--- config.mk ---
export PLATFORM = sky130hd
export DESIGN_NAME = timer8_compare_waveform
export DESIGN_NICKNAME = d
export VERILOG_FILES = /design/src/logic/timer8_pkg.sv /design/src/logic/timer8_compare_waveform.sv
export VERILOG_INCLUDE_DIRS = /design/src /design/src/logic
export SDC_FILE = /design/constraint.sdc
export NUM_CORES = 1
export LEC_CHECK = 0
export BUFFER_PORTS_ARGS = -buffer_cell sky130_fd_sc_hd__buf_2
export CAP_MARGIN = 25
export CELL_PAD_IN_SITES_DETAIL_PLACEMENT = 1
export CELL_PAD_IN_SITES_GLOBAL_PLACEMENT = 1
export CORE_AREA = 2 2 87 89
export CTS_CLUSTER_SIZE = 25
export DETAILED_ROUTE_END_ITERATION = 12
export DIE_AREA = 0 0 89 91
export GPL_TIMING_DRIVEN = 0
export PLACE_DENSITY_LB_ADDON = 0.1
export SLEW_MARGIN = 20
export SYNTH_ARGS = -nofsm -noshare
export SYNTH_HDL_FRONTEND = slang
export SYNTH_SLANG_ARGS = --single-unit
--- constraint.sdc ---
create_clock -name clock_i -period 2.6 [get_ports clock_i]
set_input_delay 0.52 -clock clock_i [delete_from_list [all_inputs] [get_ports clock_i]]
set_output_delay 0.52 -clock clock_i [all_outputs]
set_load 0.005 [all_outputs]
--- src/logic/timer8_defs.svh ---
/*
  Constants of the 8-bit timer compare/waveform block: register offsets,
  field positions, reset values and mode codes.
  Assumes it is included by bare name from the design and the testbench.
*/
`ifndef TIMER8_DEFS_SVH
`define TIMER8_DEFS_SVH

// register byte offsets on the APB
`define OFS_MODE_CTRL 8'h00
`define OFS_COUNT 8'h04
`define OFS_COMPARE 8'h08
`define OFS_FLAGS 8'h0C
`define OFS_PORT_CTRL 8'h10

// mode_ctrl fields
`define WAVE_LSB 0
`define COM_LSB 2
`define FORCE_BIT 7

// flags fields
`define FLAG_OVF 0
`define FLAG_CMP 1

// port_ctrl fields
`define PORT_OUT_BIT 0
`define PORT_DIR_BIT 1
`define PORT_OC_BIT 2
`define PORT_PIN_BIT 3

// reset values
`define RST_COUNT 8'h00
`define RST_COMPARE 8'h00
`define RST_WAVE 2'h0
`define RST_COM 2'h0

// count extremes
`define COUNT_MAX 8'hFF
`define COUNT_BOTTOM 8'h00

// waveform modes
`define WAVE_NORMAL 2'h0
`define WAVE_PHASE 2'h1
`define WAVE_CTC 2'h2
`define WAVE_FAST 2'h3

// compare output modes
`define COM_NONE 2'h0
`define COM_TOGGLE 2'h1
`define COM_CLEAR 2'h2
`define COM_SET 2'h3

`endif

--- src/logic/timer8_pkg.sv ---
/*
  Types shared by the timer compare/waveform block.
  Assumes timer8_defs.svh is on the include path.
*/
package timer8_pkg;

  // apb request from the master
  typedef struct packed {
    logic psel;
    logic penable;
    logic pwrite;
    logic [7:0] paddr;
    logic [31:0] pwdata;
  } apb_req_type;

  // apb answer to the master
  typedef struct packed {
    logic [31:0] prdata;
    logic pready;
    logic pslverr;
  } apb_rsp_type;

  // port pin drive
  typedef struct packed {
    logic out;
    logic oe;
  } pin_drive_type;

endpackage

--- src/logic/timer8_compare_waveform.sv ---
/*
  8-bit timer counter with compare unit, normal/ctc/fast pwm waveforms,
  overflow and compare flags and the port pin override, behind an APB slave.
  Assumes tick_i is a one-cycle timer clock enable from a prescaler on clock_i,
  and that the pin pad resolves level from pin_o.out and pin_o.oe.
*/
// What this block does
// - nonzero output mode overrides port output value
// - pin direction stays with port direction bit
// - override depends only on output mode
// - compare output state register, software initialisable
// - output mode zero leaves state unchanged
// - new output mode acts at next match
// - waveform mode alone sets count sequence
// - mode zero counts up, wraps FF to 00
// - normal overflow flag set when count zeroes
// - normal mode accepts count writes anytime
// - mode two clears count on compare match
// - ctc compare unbuffered, low write wraps first
// - ctc raises compare flag at top
// - ctc toggle mode flips output each match
// - ctc overflow flag set passing MAX
// - mode three counts up to MAX, wraps
// - fast pwm mode two/three set polarity
// - fast pwm overflow flag set at MAX
// - fast pwm period is 256 timer clocks
// - compare zero spikes, MAX gives constant level
// - fast pwm compare buffered until bottom
// - compare flag set one timer clock after
// - force strobe: output only, reads zero
`timescale 1ns/1ps
`include "timer8_defs.svh"

module timer8_compare_waveform
  import timer8_pkg::*;
(
  input wire logic clock_i,
  input wire logic rst_i,
  input wire logic tick_i,
  input wire apb_req_type apb_i,
  output apb_rsp_type apb_o,
  output pin_drive_type pin_o
);

  logic [7:0] count_ff;
  logic [7:0] cmp_buf_ff;
  logic [7:0] cmp_act_ff;
  logic [1:0] wave_ff;
  logic [1:0] com_ff;
  logic oc_ff;
  logic block_ff;
  logic ovf_flag_ff;
  logic cmp_flag_ff;
  logic port_out_ff;
  logic port_dir_ff;
  logic pin_out_ff;
  logic pin_oe_ff;
  logic [31:0] prdata_ff;
  logic pready_ff;
  logic pslverr_ff;

  logic setup;
  logic wr_fire;
  logic ctrl_wr;
  logic cnt_wr;
  logic cmp_wr;
  logic flag_wr;
  logic port_wr;
  logic pwm;
  logic match;
  logic match_ev;
  logic wrap_ev;
  logic force_ev;
  logic [1:0] com_eff;
  logic [1:0] wave_eff;
  logic [31:0] nxt_prdata;

  // true for the five mapped word addresses
  function automatic logic mapped(input logic [7:0] addr);
    mapped = (addr == `OFS_MODE_CTRL) || (addr == `OFS_COUNT) ||
             (addr == `OFS_COMPARE) || (addr == `OFS_FLAGS) ||
             (addr == `OFS_PORT_CTRL);
  endfunction

  // apb decode; no wait state, yet every answer comes from a flop
  assign setup = apb_i.psel && !apb_i.penable;
  assign wr_fire = apb_i.psel && apb_i.penable && pready_ff && apb_i.pwrite;
  assign ctrl_wr = wr_fire && (apb_i.paddr == `OFS_MODE_CTRL);
  assign cnt_wr = wr_fire && (apb_i.paddr == `OFS_COUNT);
  assign cmp_wr = wr_fire && (apb_i.paddr == `OFS_COMPARE);
  assign flag_wr = wr_fire && (apb_i.paddr == `OFS_FLAGS);
  assign port_wr = wr_fire && (apb_i.paddr == `OFS_PORT_CTRL);

  // settings written in this very cycle steer a simultaneous strobe
  assign com_eff = ctrl_wr ? apb_i.pwdata[`COM_LSB +: 2] : com_ff;
  assign wave_eff = ctrl_wr ? apb_i.pwdata[`WAVE_LSB +: 2] : wave_ff;
  assign pwm = wave_ff[0];

  // a count write blocks the match in the following timer clock
  assign match = (count_ff == cmp_act_ff) && !block_ff;
  assign match_ev = tick_i && match && !cnt_wr;
  assign wrap_ev = tick_i && !cnt_wr && (count_ff == `COUNT_MAX);
  assign force_ev = ctrl_wr && apb_i.pwdata[`FORCE_BIT] && !wave_eff[0];

  // read data mux; the force strobe bit always reads zero
  always_comb
  begin
    nxt_prdata = 32'h0000_0000;
    case (apb_i.paddr)
      `OFS_MODE_CTRL:
      begin
        nxt_prdata[`WAVE_LSB +: 2] = wave_ff;
        nxt_prdata[`COM_LSB +: 2] = com_ff;
      end
      `OFS_COUNT: nxt_prdata[7:0] = count_ff;
      `OFS_COMPARE: nxt_prdata[7:0] = cmp_buf_ff;
      `OFS_FLAGS:
      begin
        nxt_prdata[`FLAG_OVF] = ovf_flag_ff;
        nxt_prdata[`FLAG_CMP] = cmp_flag_ff;
      end
      `OFS_PORT_CTRL:
      begin
        nxt_prdata[`PORT_OUT_BIT] = port_out_ff;
        nxt_prdata[`PORT_DIR_BIT] = port_dir_ff;
        nxt_prdata[`PORT_OC_BIT] = oc_ff;
        nxt_prdata[`PORT_PIN_BIT] = pin_out_ff;
      end
      default: nxt_prdata = 32'h0000_0000;
    endcase
  end

  // apb answer: ready in the first access cycle, error for unmapped addresses
  always_ff @(posedge clock_i)
  begin
    if (rst_i)
    begin
      pready_ff <= 1'b0;
      pslverr_ff <= 1'b0;
      prdata_ff <= 32'h0000_0000;
    end
    else
    begin
      pready_ff <= setup;
      pslverr_ff <= setup && !mapped(apb_i.paddr);
      prdata_ff <= setup ? nxt_prdata : 32'h0000_0000;
    end
  end

  // mode and output mode settings
  always_ff @(posedge clock_i)
  begin
    if (rst_i)
    begin
      wave_ff <= `RST_WAVE;
      com_ff <= `RST_COM;
    end
    else if (ctrl_wr)
    begin
      wave_ff <= apb_i.pwdata[`WAVE_LSB +: 2];
      com_ff <= apb_i.pwdata[`COM_LSB +: 2];
    end
  end

  // counter; a cpu write wins over counting, sequence set by mode only
  always_ff @(posedge clock_i)
  begin
    if (rst_i)
      count_ff <= `RST_COUNT;
    else if (cnt_wr)
      count_ff <= apb_i.pwdata[7:0];
    else if (tick_i)
    begin
      case (wave_ff)
        `WAVE_CTC: count_ff <= match ? `COUNT_BOTTOM : count_ff + 8'h01;
        // normal and fast pwm wrap MAX to BOTTOM, 256 ticks a period
        default: count_ff <= count_ff + 8'h01;
      endcase
    end
  end

  // match blocking after a count write, even with the timer stopped
  always_ff @(posedge clock_i)
  begin
    if (rst_i)
      block_ff <= 1'b0;
    else if (cnt_wr)
      block_ff <= 1'b1;
    else if (tick_i)
      block_ff <= 1'b0;
  end

  // compare buffer; pwm modes copy it at bottom, others go straight through
  always_ff @(posedge clock_i)
  begin
    if (rst_i)
    begin
      cmp_buf_ff <= `RST_COMPARE;
      cmp_act_ff <= `RST_COMPARE;
    end
    else
    begin
      if (cmp_wr)
        cmp_buf_ff <= apb_i.pwdata[7:0];
      if (cmp_wr && !pwm)
        cmp_act_ff <= apb_i.pwdata[7:0];
      else if (pwm && wrap_ev)
        cmp_act_ff <= cmp_buf_ff;
    end
  end

  // flags: hardware sets, software writes one to clear, a set wins
  always_ff @(posedge clock_i)
  begin
    if (rst_i)
    begin
      ovf_flag_ff <= 1'b0;
      cmp_flag_ff <= 1'b0;
    end
    else
    begin
      ovf_flag_ff <= (ovf_flag_ff && !(flag_wr && apb_i.pwdata[`FLAG_OVF])) ||
                     wrap_ev;
      cmp_flag_ff <= (cmp_flag_ff && !(flag_wr && apb_i.pwdata[`FLAG_CMP])) ||
                     match_ev;
    end
  end

  // compare output state; survives mode changes and is set up by forcing
  always_ff @(posedge clock_i)
  begin
    if (rst_i)
      oc_ff <= 1'b0;
    else if (!pwm || force_ev) // a force obeys the mode written with it
    begin
      if (match_ev || force_ev)
      begin
        case (com_eff)
          `COM_TOGGLE: oc_ff <= !oc_ff;
          `COM_CLEAR: oc_ff <= 1'b0;
          `COM_SET: oc_ff <= 1'b1;
          default: oc_ff <= oc_ff;
        endcase
      end
    end
    else if (wave_ff == `WAVE_FAST)
    begin
      // bottom beats a match at MAX, so compare MAX holds a constant level
      case (com_ff)
        `COM_CLEAR:
        begin
          if (wrap_ev)
            oc_ff <= 1'b1;
          else if (match_ev)
            oc_ff <= 1'b0;
        end
        `COM_SET:
        begin
          if (wrap_ev)
            oc_ff <= 1'b0;
          else if (match_ev)
            oc_ff <= 1'b1;
        end
        default: oc_ff <= oc_ff;
      endcase
    end
  end

  // port value and direction bits of the general port
  always_ff @(posedge clock_i)
  begin
    if (rst_i)
    begin
      port_out_ff <= 1'b0;
      port_dir_ff <= 1'b0;
    end
    else if (port_wr)
    begin
      port_out_ff <= apb_i.pwdata[`PORT_OUT_BIT];
      port_dir_ff <= apb_i.pwdata[`PORT_DIR_BIT];
    end
  end

  // pin drive; override follows output mode alone, direction from port bit
  always_ff @(posedge clock_i)
  begin
    if (rst_i)
    begin
      pin_out_ff <= 1'b0;
      pin_oe_ff <= 1'b0;
    end
    else
    begin
      pin_out_ff <= (com_ff != `COM_NONE) ? oc_ff : port_out_ff;
      pin_oe_ff <= port_dir_ff;
    end
  end

  assign apb_o.prdata = prdata_ff;
  assign apb_o.pready = pready_ff;
  assign apb_o.pslverr = pslverr_ff;
  assign pin_o.out = pin_out_ff;
  assign pin_o.oe = pin_oe_ff;

  // pin shows the compare state whenever output mode is nonzero
  property p_override;
    @(posedge clock_i) disable iff (rst_i)
    (com_ff != `COM_NONE) && $stable(com_ff) |=> (pin_o.out == $past(oc_ff));
  endproperty
  a_override: assert property (p_override)
    else $error("pin does not follow compare state under override");

  // direction stays under the port bit
  property p_direction;
    @(posedge clock_i) disable iff (rst_i)
    1'b1 |=> (pin_o.oe == $past(port_dir_ff));
  endproperty
  a_direction: assert property (p_direction)
    else $error("pin direction not from port bit");

  // output mode zero never moves the compare state
  property p_com_zero_holds;
    @(posedge clock_i) disable iff (rst_i)
    (com_ff == `COM_NONE) && !ctrl_wr |=> $stable(oc_ff);
  endproperty
  a_com_zero_holds: assert property (p_com_zero_holds)
    else $error("compare state moved with output mode zero");

  // normal mode wraps and sets overflow in that cycle
  property p_normal_wrap;
    @(posedge clock_i) disable iff (rst_i)
    (wave_ff == `WAVE_NORMAL) && wrap_ev |=> (count_ff == `COUNT_BOTTOM) && ovf_flag_ff;
  endproperty
  a_normal_wrap: assert property (p_normal_wrap)
    else $error("normal mode wrap or overflow wrong");

  // ctc clears the count and raises the compare flag on a match
  property p_ctc_clear;
    @(posedge clock_i) disable iff (rst_i)
    (wave_ff == `WAVE_CTC) && match_ev |=> (count_ff == `COUNT_BOTTOM) && cmp_flag_ff;
  endproperty
  a_ctc_clear: assert property (p_ctc_clear)
    else $error("ctc did not clear on match");

  // fast pwm non-inverting output is high right after bottom
  property p_fast_bottom;
    @(posedge clock_i) disable iff (rst_i)
    (wave_ff == `WAVE_FAST) && (com_ff == `COM_CLEAR) && wrap_ev |=> oc_ff;
  endproperty
  a_fast_bottom: assert property (p_fast_bottom)
    else $error("fast pwm output not set at bottom");

  // active compare in fast pwm only changes at bottom
  property p_buffered;
    @(posedge clock_i) disable iff (rst_i)
    (wave_ff == `WAVE_FAST) && !wrap_ev && !ctrl_wr |=> $stable(cmp_act_ff);
  endproperty
  a_buffered: assert property (p_buffered)
    else $error("active compare changed away from bottom");

  // forced match leaves the count alone and sets no compare flag
  property p_force_quiet;
    @(posedge clock_i) disable iff (rst_i)
    force_ev && !tick_i && !cmp_flag_ff && !flag_wr |=> $stable(count_ff) && !cmp_flag_ff;
  endproperty
  a_force_quiet: assert property (p_force_quiet)
    else $error("force strobe touched count or flag");

  // a match sets the compare flag at the next clock edge
  property p_flag_delay;
    @(posedge clock_i) disable iff (rst_i)
    match_ev |-> ##1 cmp_flag_ff ##1 (cmp_flag_ff || $past(flag_wr));
  endproperty
  a_flag_delay: assert property (p_flag_delay)
    else $error("compare flag not set after match");

endmodule

Word-level counts from Yosys, hierarchy flattened
Index checks and enable logic that the tools add are counted.

operators by class
  add/subtract/negate cells = 1
  multiplexer cells = 23
  bitwise logic cells = 1
  reductions and logical operators = 48
  equal/unequal tests = 17

operator list
  cell                                                 count
  2-to-1 mux 8 bit                                     6
  logical AND 1 bit                                    23
  equality test 8 x 4 -> 1 bit, second input constant  2
  equality test 2 bit, second input constant           6
  2-to-1 mux 1 bit                                     11
  one-hot mux 2 bit (5 select lines)                   1
  logical NOT 1 bit                                    9
  adder 8 x 1 -> 8 bit, second input constant          1
  equality test 8 x 3 -> 1 bit, second input constant  1
  equality test 8 x 5 -> 1 bit, second input constant  1
  equality test 8 bit                                  1
  equality test 8 bit, second input constant           1
  logical NOT 8 bit                                    1
  logical OR 1 bit                                     8
  != test 4 bit, second input constant                 2
  one-hot mux 2 bit (4 select lines)                   1
  one-hot mux 4 bit (2 select lines)                   1
  nonzero test 2 bit                                   4
  AND reduction 6 bit                                  1
  != test 4 x 1 -> 1 bit, second input constant        1
  one-hot mux 1 bit (3 select lines)                   1
  nonzero test 3 bit                                   1
  equality test 2 x 1 -> 1 bit, second input constant  1
  2-to-1 mux 2 bit                                     1
  4 further kinds                                      4

word-level totals
  register bits = 70
  word-level logic and storage cells = 108
  bits of input ports = 46
  output and inout bits = 36

Depth between registers and ports, before layout
Gate-level depths: netlist (run 1).

  depth after elaboration = 11
  depth in mapped cells = 8
  depth with buffers taken out = 7

Least setup slack after synthesis (run 1)
No wires, ideal clock.

  path type = input to register
  start point = input port apb_i[34] (netlist bit)
  end point = register cmp_act_ff[2]
  stages on the path = 8
  slack = 0.510 ns
  data arrival time = 1.971 ns
  buffers on the path = 2
  data required time = 2.481 ns
  library setup time = 0.119 ns
  cells stage by stage = buf_6 nor4b_1 nand3_2 and3_4 buf_6 nand2_8 nand2_4 o221a_2

on the way
  cells in the longest elaborated chain, start to end = 7
  elaborated cells between the ends (all ways) = 11
  classes of those cells = eq/ne (2); mux (1); reduce/logical (8)

RTL lines
  what                                 RTL line                        text
  start: declaration                   timer8_compare_waveform.sv:40   input wire apb_req_type apb_i,
  equality test 8 x 3 -> 1 bit         -
  logical AND 1 bit                    timer8_compare_waveform.sv:89   assign cnt_wr = wr_fire && (apb_i.paddr == `OFS_COUNT);
  logical NOT 1 bit                    timer8_compare_waveform.sv:102  assign wrap_ev = tick_i && !cnt_wr && (count_ff == `COUNT_MAX);
  logical AND 1 bit (2 in series)      timer8_compare_waveform.sv:102
  logical AND 1 bit                    timer8_compare_waveform.sv:207  else if (pwm && wrap_ev)
  nonzero test 2 bit (no source line)  -
  end signal: assignment               timer8_compare_waveform.sv:199  cmp_act_ff <= `RST_COMPARE;
  end signal: assignment               timer8_compare_waveform.sv:206  cmp_act_ff <= apb_i.pwdata[7:0];
  end signal: assignment               timer8_compare_waveform.sv:208  cmp_act_ff <= cmp_buf_ff;
  end: declaration                     timer8_compare_waveform.sv:47   logic [7:0] cmp_act_ff;

Parallel ways exist; a longest one is shown, timed or not.
A chain may end at the register's enable or synchronous reset.

Worst setup path after layout (run 1)
  start point = register count_ff[3]
  end point = register count_ff[7]

on the way
  cells in the longest elaborated chain, start to end = 6
  elaborated cells between the ends (all ways) = 7
  classes of those cells = add/sub (1); eq/ne (1); mux (4); reduce/logical (1)

RTL lines
  what                                                                          RTL line                        text
  start: declaration                                                            timer8_compare_waveform.sv:45   logic [7:0] count_ff;
  start signal: assignment                                                      timer8_compare_waveform.sv:169  count_ff <= `RST_COUNT;
  start signal: assignment                                                      timer8_compare_waveform.sv:171  count_ff <= apb_i.pwdata[7:0];
  start signal: assignment                                                      timer8_compare_waveform.sv:175  `WAVE_CTC: count_ff <= match ? `COUNT_BOTTOM : count_ff + 8'h01;
  parallel branches: the longest is 3 deep, another holds adder 8 x 1 -> 8 bit  -
  2-to-1 mux 8 bit *                                                            timer8_compare_waveform.sv:174  case (wave_ff)
  2-to-1 mux 8 bit *                                                            timer8_compare_waveform.sv:172  else if (tick_i)
  2-to-1 mux 8 bit *                                                            timer8_compare_waveform.sv:170  else if (cnt_wr)

Mark *: on every way between the ends. The select of a mux whose other input is x is not followed.

==> results of run 1 <==
## power groups by stage
stage / Combinational, mW / Sequential [mW] / Clock, mW
floorplan: 0.0815 / 0.729 / 0
detailed placement: 0.128 / 0.731 / 0
global route: 0.143 / 0.716 / 0.697
finish: 0.129 / 0.715 / 0.656
global placement: 0.128 / 0.731 / 0
CTS: 0.128 / 0.715 / 0.673
## synth_stat cells (2+ instances only)
master,n
a211oi_1,2
nor4_1,2
mux2i_1,11
nor2b_1,4
inv_1,6
and2_2,3
a311oi_1,4
a31oi_1,2
nor4_4,2
a32oi_1,2
o221a_1,4
nand2b_1,3
a221oi_1,6
o221a_2,3
and3_2,3
nor3_1,3
dfxtp_1,46
nor3b_1,5
nand3b_1,3
nor2_1,48
xor2_1,11
clkbuf_1,14
nand3_1,8
a21oi_1,13
buf_4,29
nand4_1,6
a222oi_1,2
xnor2_1,3
and3_1,3
a22oi_1,4
buf_6,2
nand2_1,19
nor4b_1,2
## through the flow
stage          cell area, um2  total power [mW]  worst slack, ns
2_1_floorplan            2670             0.810            0.510
4_1_cts                  3090              1.52            0.302
3_3_place_gp             2950             0.859           0.0579
3_5_place_dp             2950             0.859           0.0448
6_report                 3090              1.50            0.300
5_1_grt                  3090              1.56           0.0854
## layout make-up
cell class	count	area, um2	area share (%)
Buffer	48	315	10.2
Clock buffer	5	68.8	2.23
Clock inverter	3	68.8	2.23
Inverter	6	22.5	0.729
Multi-Input combinational cell	221	1410	45.7
Sequential cell	46	921	29.8
Tap cell	99	124	4.01
Timing Repair Buffer	31	155	5.02
## critical path: cells and delay by family (launching register included)
family	cells	cell delay [ns]
AOI/OAI and AO/OA	1	0.30
and+or+nand+nor	4	0.90
buffers and inverters	2	0.54
DFF	1	0.32
xor gates and xnor gates	1	0.12
## logic make-up (layout without fill, tap and decap cells)
| family | count (synthesis) | after routing | synth area share, % |
|---|---|---|---|
| mux | 12 | 12 | 4.79 |
| flops | 46 | 46 | 35.6 |
| xor+xnor | 15 | 15 | 5.37 |
| fa+ha+maj | 1 | 1 | 0.484 |
| buf+inv | 54 | 93 | 13.1 |
| other cells | 1 | 24 | 0.145 |
| simple gates | 122 | 122 | 26.2 |
| compound gates | 47 | 47 | 14.3 |
## path summary, 6_finish.rpt
| kind | slack [ns] | cells after the start | end |
|---|---|---|---|
| worst min-delay path | 0.46 | 2 | prdata_ff[3] |
| worst max-delay path | 0.30 | 8 | count_ff[7] |
| worst min register to register | 0.46 | 2 | prdata_ff[3] |
| worst max register to register | 0.30 | 8 | count_ff[7] |
## sequential cells by signal (all words and copies together), names as in the netlist, 2 cells and up
| name | cells |
|---|---|
| prdata_ff | 8 |
| count_ff | 8 |
| com_ff | 2 |
| wave_ff | 2 |
| cmp_act_ff | 8 |
| cmp_buf_ff | 8 |
## per-layer routing
metal | part of all wire (%) | GRT usage [%]
met5 | 0 | 0
met4 | 0.93 | 3.73
met3 | 4.6 | 2.73
met2 | 47 | 29.9
met1 | 48 | 26.1
==> results.toml, run 1 <==
[layout]
fin_util_pct = 43.3
nets = 406
layout_commonest_cell = "nor2_1"
antenna_cells = 0
final_cells = 459
syn2layout_area_growth_pct = 19.5
nFillCells = 917
drive_gt1_share_pct = 25.6
final_cell_mix = "nor2_1 (48), dfxtp_1 (46), buf_2 (32)"

[pwr]
seqPwrFrac_pct = 47.7
p_int_mw = 1.15
pwr-share-clk_pct = 43.7
switching_share_pct = 23.1
p_leak_nw = 1.40
ir_drop_mv = 0.206
p_switching_mw = 0.346
powerDensity_nw_per_um2 = 486
comb_power_share_pct = 8.6

[floorplanning]
design.core.area_um2 = 7140
die_h_um = 91
io_pins = 82
row_count = 31
initial_utilization_pct = 36.2
die_x_um = 89
die-area_um2 = 8100

[timing]
skew_ns = 0.0122
worst_pin_slew_ns = 0.764
rsz0062_at_grt = "false"
timing.fmax_mhz = 435
post-route-min-period_ns = 2.30
setup_viol = 0
final_max_slew_viol_count = 0
slew_headroom_pct = 49.1
fin_crit_sh_pct = 88.5
holdWs_ns = 0.461
hold_viol_final = 0
tns_ns = 0

[clock_network]
hold_buffers = 0
clock_path_buffers = 2
clk_pin_slew_ns = 0.10
clock_sinks = 46
cts_resized = 0
cts_max_level = 2
cts_tree = "done"
numCtsBuffers = 5
root_buffer = "clkbuf_8"
worst_skew_pair.late_latency_ns = 0.31
post_cts_buffers = 0

[worst_setup_path]
cpPeakStageDelay_ns = 0.36
required_ns = 2.78
crit_top_cell = "clkbuf_1"
crit_type = "reg -> reg"
cp-end-kind = "flop"
path_cells = "clkbuf_1 -> xor2_1 -> nor4_1 -> nand4_1 -> and3_2 -> clkbuf_1 -> a221oi_1 -> nor2_1"
critPathArrivalTime_ns = 2.48
critPathMaxFanout = 8
cp-start-kind = "flop"
cp_slowest_cell = "clkbuf_1"
r2r-start = "count_ff[3]"
cp-startpoint = "count_ff[3]"

[drt]
first_pass_iters = 4
postRouteAntennaNets = 0
wl_per_cell_um = 15.5
routed_via_density = 4.98
finalWirelength_um = 7140
drt-initial-drc-count = 89
vias = 2286
remaining_drc_errors = 0

[grt]
grtUsageTotal_pct = 18.5
grt_max_degree = 16
antenna_found_initial = 0
grt_pass1_wl_um = 11500
grt_pass1_vias = 2224
grt.overflow.total = 0

[yosys]
synth.top_cell.area_share_pct = 35.6
synth_area_um2 = 2580
yosysTopAreaCell = "dfxtp_1"
post_synth.cell_area_avg_um2 = 8.67
ys_warn_count = 0
ys_ff_latch = 46
yosysSeqAreaShare_pct = 35.6
async_reset_ff_share_pct = 0
synth_cells = 298
synth-edff-count = 0
synth.distinct_cells = 53
synth-main-ff-cell = "dfxtp_1"
synth_area_leaders = "dfxtp_1 (36%), buf_4 (8.4%), nor2_1 (7.0%)"

[worst_hold_path]
hold_path.class = "reg -> reg"
hold_start = "pin_out_ff"

[job]
drv_cap = 0

[place]
io_buffers = 31
gp_congestion = 0.795
dp_cells = 451
hpwl_um = 5360

[run_status]
outcome = "finished clean"
Power figures use the tool's default switching activity.
==> run 2: changes to the inputs <==
--- a/config.mk
+++ b/config.mk
@@ -16,6 +16,7 @@
 export DIE_AREA = 0 0 89 91
 export GPL_TIMING_DRIVEN = 0
 export PLACE_DENSITY_LB_ADDON = 0.1
+export SETUP_SLACK_MARGIN = 0.3
 export SLEW_MARGIN = 20
 export SYNTH_ARGS = -nofsm -noshare
 export SYNTH_HDL_FRONTEND = slang
==> run 2 against run 1 <==
Net effect:
- core utilization rose by 0.53 points
- clock-buffer cell count unchanged
- combinational power up 3%
- highest routed layer unchanged
- die area unchanged
==> results.toml, run 2 (synthesized netlist as in run 1, its figures left out) <==
[place]
dp_cells = 451
dp_worst_setup_slack_ns = 0.0448
io_buffers = 31
gp_congestion = 0.795
place_area_um2 = 2950
hpwl_um = 5360

[floorplanning]
die_x_um = 89
die_h_um = 91
row_count = 31
die-area_um2 = 8100
io_pins = 82
initial_utilization_pct = 36.2
design.core.area_um2 = 7140

[worst_setup_path]
worst-path-buf-inv = 2
crit_type = "reg -> reg"
cp-start-kind = "flop"
cp_slowest_cell = "nor4_2"
critPathMaxFanout = 7
required_ns = 2.78
cpPeakStageDelay_ns = 0.34
critPathTopFamily = "simple AND/OR/NAND/NOR gates"
critPathArrivalTime_ns = 2.36
path_cells = "clkbuf_2 -> xor2_1 -> nor4_2 -> nand4_1 -> and3_2 -> clkbuf_1 -> a221oi_1 -> nor2_1"
cp-end-kind = "flop"

[pwr]
switching_share_pct = 23.0
comb_power_share_pct = 8.8
p_switching_mw = 0.345
pwr-share-clk_pct = 43.5
p_total_mw = 1.50
powerDensity_nw_per_um2 = 480
p_int_mw = 1.16
seqPwrFrac_pct = 47.6
p_leak_nw = 1.43
ir_drop_mv = 0.205

[layout]
layout_commonest_cell = "nor2_1"
nFillCells = 915
fin_util_pct = 43.8
final_cells = 462
antenna_cells = 0
nets = 409
final_design_area_no_fill_um2 = 3130
seqCellArea_um2 = 921
multi_input_area_um2 = 1430
syn2layout_area_growth_pct = 20.9
final_cell_mix = "nor2_1 (48), dfxtp_1 (46), buf_2 (32), buf_4 (32), conb_1 (24)"
drive_gt1_share_pct = 27.3

[drt]
m1WireLength_um = 3450
remaining_drc_errors = 0
routed.top_layer = "met4"
drt-initial-drc-count = 80
route.met3.wl_um = 296
first_pass_iters = 4
finalWirelength_um = 7260
routed_via_density = 4.99
postRouteAntennaNets = 0
wl_met2_um = 3480
vias = 2307
wl_per_cell_um = 15.7

[job]
drv_cap = 0

[clock_network]
clock_path_buffers = 2
clock_sinks = 46
root_buffer = "clkbuf_8"
numCtsBuffers = 5
worst_skew_pair.late_latency_ns = 0.31
hold_buffers = 0
cts_tree = "done"
clk_pin_slew_ns = 0.10
cts_max_level = 2

[grt]
grtUsageTotal_pct = 18.5
grt_pass1_wl_um = 11500
grt_max_degree = 16
grt_pass1_vias = 2224
grt.overflow.total = 0
antenna_found_initial = 0

[timing]
worst_pin_slew_ns = 0.793
timing.fmax_mhz = 460
hold_viol_final = 0
rsz0062_at_grt = "false"
final_max_slew_viol_count = 0
fin_crit_sh_pct = 83.5
holdWs_ns = 0.460
slew_headroom_pct = 47.1
post-route-min-period_ns = 2.17
setup_viol = 0
tns_ns = 0
fin_ws_ns = 0.428
skew_ns = 0.0130

[run_status]
outcome = "finished clean"

[worst_hold_path]
hold_path.class = "reg -> reg"
run 2: changes by cell type in the layout (fill, tap and decap cells not counted):
| cell | before | now |
|---|---|---|
| buf_4 | 29 | 32 |
| clkbuf_1 | 14 | 12 |
| clkbuf_2 | 0 | 2 |
| nor4_1 | 2 | 1 |
| nor4_2 | 0 | 1 |
| nor4b_1 | 2 | 1 |
| nor4b_2 | 0 | 1 |
run 2: worst paths after layout:
kind | startpoint | endpoint | slack [ns] | cells after the start
hold / removal | pin_out_ff | prdata_ff[3] | 0.46 | 2
setup / recovery | count_ff[4] | count_ff[7] | 0.43 | 8
hold reg to reg | pin_out_ff | prdata_ff[3] | 0.46 | 2
setup reg to reg | count_ff[4] | count_ff[7] | 0.43 | 8
run 2: power by group through the flow:
| stage | clock, mW | combinational (mW) | sequential [mW] |
|---|---|---|---|
| 2_1_floorplan | 0 | 0.0815 | 0.729 |
| 3_3_place_gp | 0 | 0.128 | 0.731 |
| 3_5_place_dp | 0 | 0.128 | 0.731 |
| 4_1_cts | 0.673 | 0.128 | 0.715 |
| 5_1_grt | 0.697 | 0.146 | 0.716 |
| 6_report | 0.653 | 0.133 | 0.714 |
run 2: repair_timing:
item | CTS | global route
setup buffers | 0 | 3
endpoints found under the setup margin | 0 | 13
resized for setup | 0 | 6
run 2: per-layer routing:
layer	track usage, %	vias to the layer above
met1	26.1	1129
met3	2.73	2
met5	0	-
met2	29.9	57
met4	3.73	0
li1	-	1119
run 2: final cells by class:
type	instances	area share [%]
Tap cell	99	3.96
Timing Repair Buffer	34	5.68
Buffer	48	10.2
Multi-Input combinational cell	221	45.6
Inverter	6	0.721
Clock inverter	3	2.20
Sequential cell	46	29.5
Clock buffer	5	2.20
run 2: worst reg2reg max path: stages, from the launching register on:
cell and delay (ns):
dfxtp_1 0.32, clkbuf_2 0.16, xor2_1 0.20, nor4_2 0.34, nand4_1 0.19, and3_2 0.26, clkbuf_1 0.18, a221oi_1 0.32
nor2_1 0.07
==> run 3: changes to the inputs <==
==> constraint.sdc (replaced) <==
create_clock -name clock_i -period 2.2 [get_ports clock_i]
set_input_delay 0.44 -clock clock_i [delete_from_list [all_inputs] [get_ports clock_i]]
set_output_delay 0.44 -clock clock_i [all_outputs]
set_load 0.005 [all_outputs]
==> run 3 against run 2 <==
Net effect:
- total power is 11% higher
- hold slack worse by 0.065 ns
- sequential share of layout area is 1.3 points lower
- final area is 5.4% higher
- critical path depth stayed put
- final cell count is 1.7% higher
- via count is 2.4% higher
- global-route usage is 0.64 points higher
==> results.toml, run 3 (synthesized netlist as in run 1, its figures left out) <==
[clock_network]
cts_tree = "done"
cts_max_level = 2
root_buffer = "clkbuf_8"
clk_pin_slew_ns = 0.09
clock_path_buffers = 2
clock_sinks = 46
worst_skew_pair.late_latency_ns = 0.31
numCtsBuffers = 5

[worst_setup_path]
critPathArrivalTime_ns = 2.04
required_ns = 2.39
crit_type = "reg -> reg"
critPathMaxFanout = 7
cp-start-kind = "flop"
cp-end-kind = "flop"

[pwr]
powerDensity_nw_per_um2 = 508
ir_drop_mv = 0.197
p_leak_nw = 1.48

[timing]
skew_ns = 0.00938
hold_viol_final = 0
rsz0062_at_grt = "true"
fin_ws_ns = 0.347
tns_ns = 0
fin_crit_sh_pct = 84.2
worst_pin_slew_ns = 0.703
slew_headroom_pct = 53.2
post-route-min-period_ns = 1.85
setup_viol = 0
final_max_slew_viol_count = 0
timing.fmax_mhz = 540

[layout]
final_design_area_no_fill_um2 = 3290
fin_util_pct = 46.1
layout_commonest_cell = "nor2_1"
drive_gt1_share_pct = 34.8
nFillCells = 911
antenna_cells = 0
nets = 417
final_cell_mix = "nor2_1 (47), buf_4 (41), dfxtp_1 (40)"
syn2layout_area_growth_pct = 27.4

[floorplanning]
die_x_um = 89
die_h_um = 91
die-area_um2 = 8100
design.core.area_um2 = 7140
io_pins = 82
initial_utilization_pct = 36.2
row_count = 31

[drt]
vias = 2362
postRouteAntennaNets = 0
remaining_drc_errors = 0
finalWirelength_um = 7840
routed_via_density = 5.03
wl_per_cell_um = 16.7
drt-initial-drc-count = 102
first_pass_iters = 4

[job]
drv_cap = 0

[worst_hold_path]
hold_path.class = "in -> reg"

[grt]
antenna_found_initial = 0
grt_pass1_wl_um = 11900
grt.overflow.total = 0
grt_pass1_vias = 2291
grt_max_degree = 16
grtUsageTotal_pct = 19.1

[run_status]
outcome = "finished clean"

[place]
hpwl_um = 5520
gp_congestion = 0.808
dp_worst_setup_slack_ns = -0.273
place_area_um2 = 2960
io_buffers = 31
==> run 3: metal layers <==
metal | GRT usage [%] | part of all wire (%)
met1 | 25.3 | 45
met2 | 32.2 | 48
met5 | 0 | 0
met4 | 4.85 | 1.9
met3 | 3.00 | 5.1
==> run 3: what timing repair did <==
item	CTS	global route
hold buffers	0	0
pin swaps	3	10
setup buffers	6	6
gates resized for setup	17	22
setup endpoints to repair	20	22
==> run 3: worst paths after layout <==
path / startpoint / endpoint / slack (ns) / cells past startpoint
worst min-delay path: apb_i[6] / count_ff[6] / 0.40 / 3
worst max register to register: count_ff[4] / count_ff[4] / 0.35 / 8
worst max-delay path: count_ff[4] / count_ff[4] / 0.35 / 8
worst min register to register: pin_out_ff / prdata_ff[3] / 0.47 / 2
==> run 3: layout make-up <==
class	instances	area (um2)	area share, %
Multi-Input combinational cell	221	1520	46.2
Clock buffer	5	68.8	2.09
Buffer	47	338	10.3
Timing Repair Buffer	43	245	7.45
Tap cell	99	124	3.76
Inverter	6	22.5	0.684
Sequential cell	46	928	28.2
Clock inverter	3	45.0	1.37
==> run 3: worst max-delay path, stage by stage, from the launching register on <==
cell,delay (ns)
dfxtp_2,0.33
buf_6,0.13
xor2_1,0.17
nor4_2,0.31
nand4_1,0.17
and3_4,0.19
buf_8,0.13
a221oi_2,0.24
nor2_1,0.06
==> run 3: where the power goes <==
| group | switching, mW | internal [mW] |
|---|---|---|
| registers | 0.00662 | 0.838 |
| logic | 0.0947 | 0.0789 |
| clock network | 0.316 | 0.338 |
| total | 0.417 | 1.26 |
==> run 3: metrics by stage <==
| step | power (mW) | hold WS, ns | std cells |
|---|---|---|---|
| 6_report | 1.67 | 0.395 | 470 |
| 5_1_grt | 1.73 | 0.411 | 470 |
| 4_1_cts | 1.67 | 0.401 | 465 |
| 3_5_place_dp | 1.02 | 0.465 | 451 |
| 3_3_place_gp | 1.02 | 0.453 | 451 |
| 2_1_floorplan | 0.958 | 0.436 | 321 |
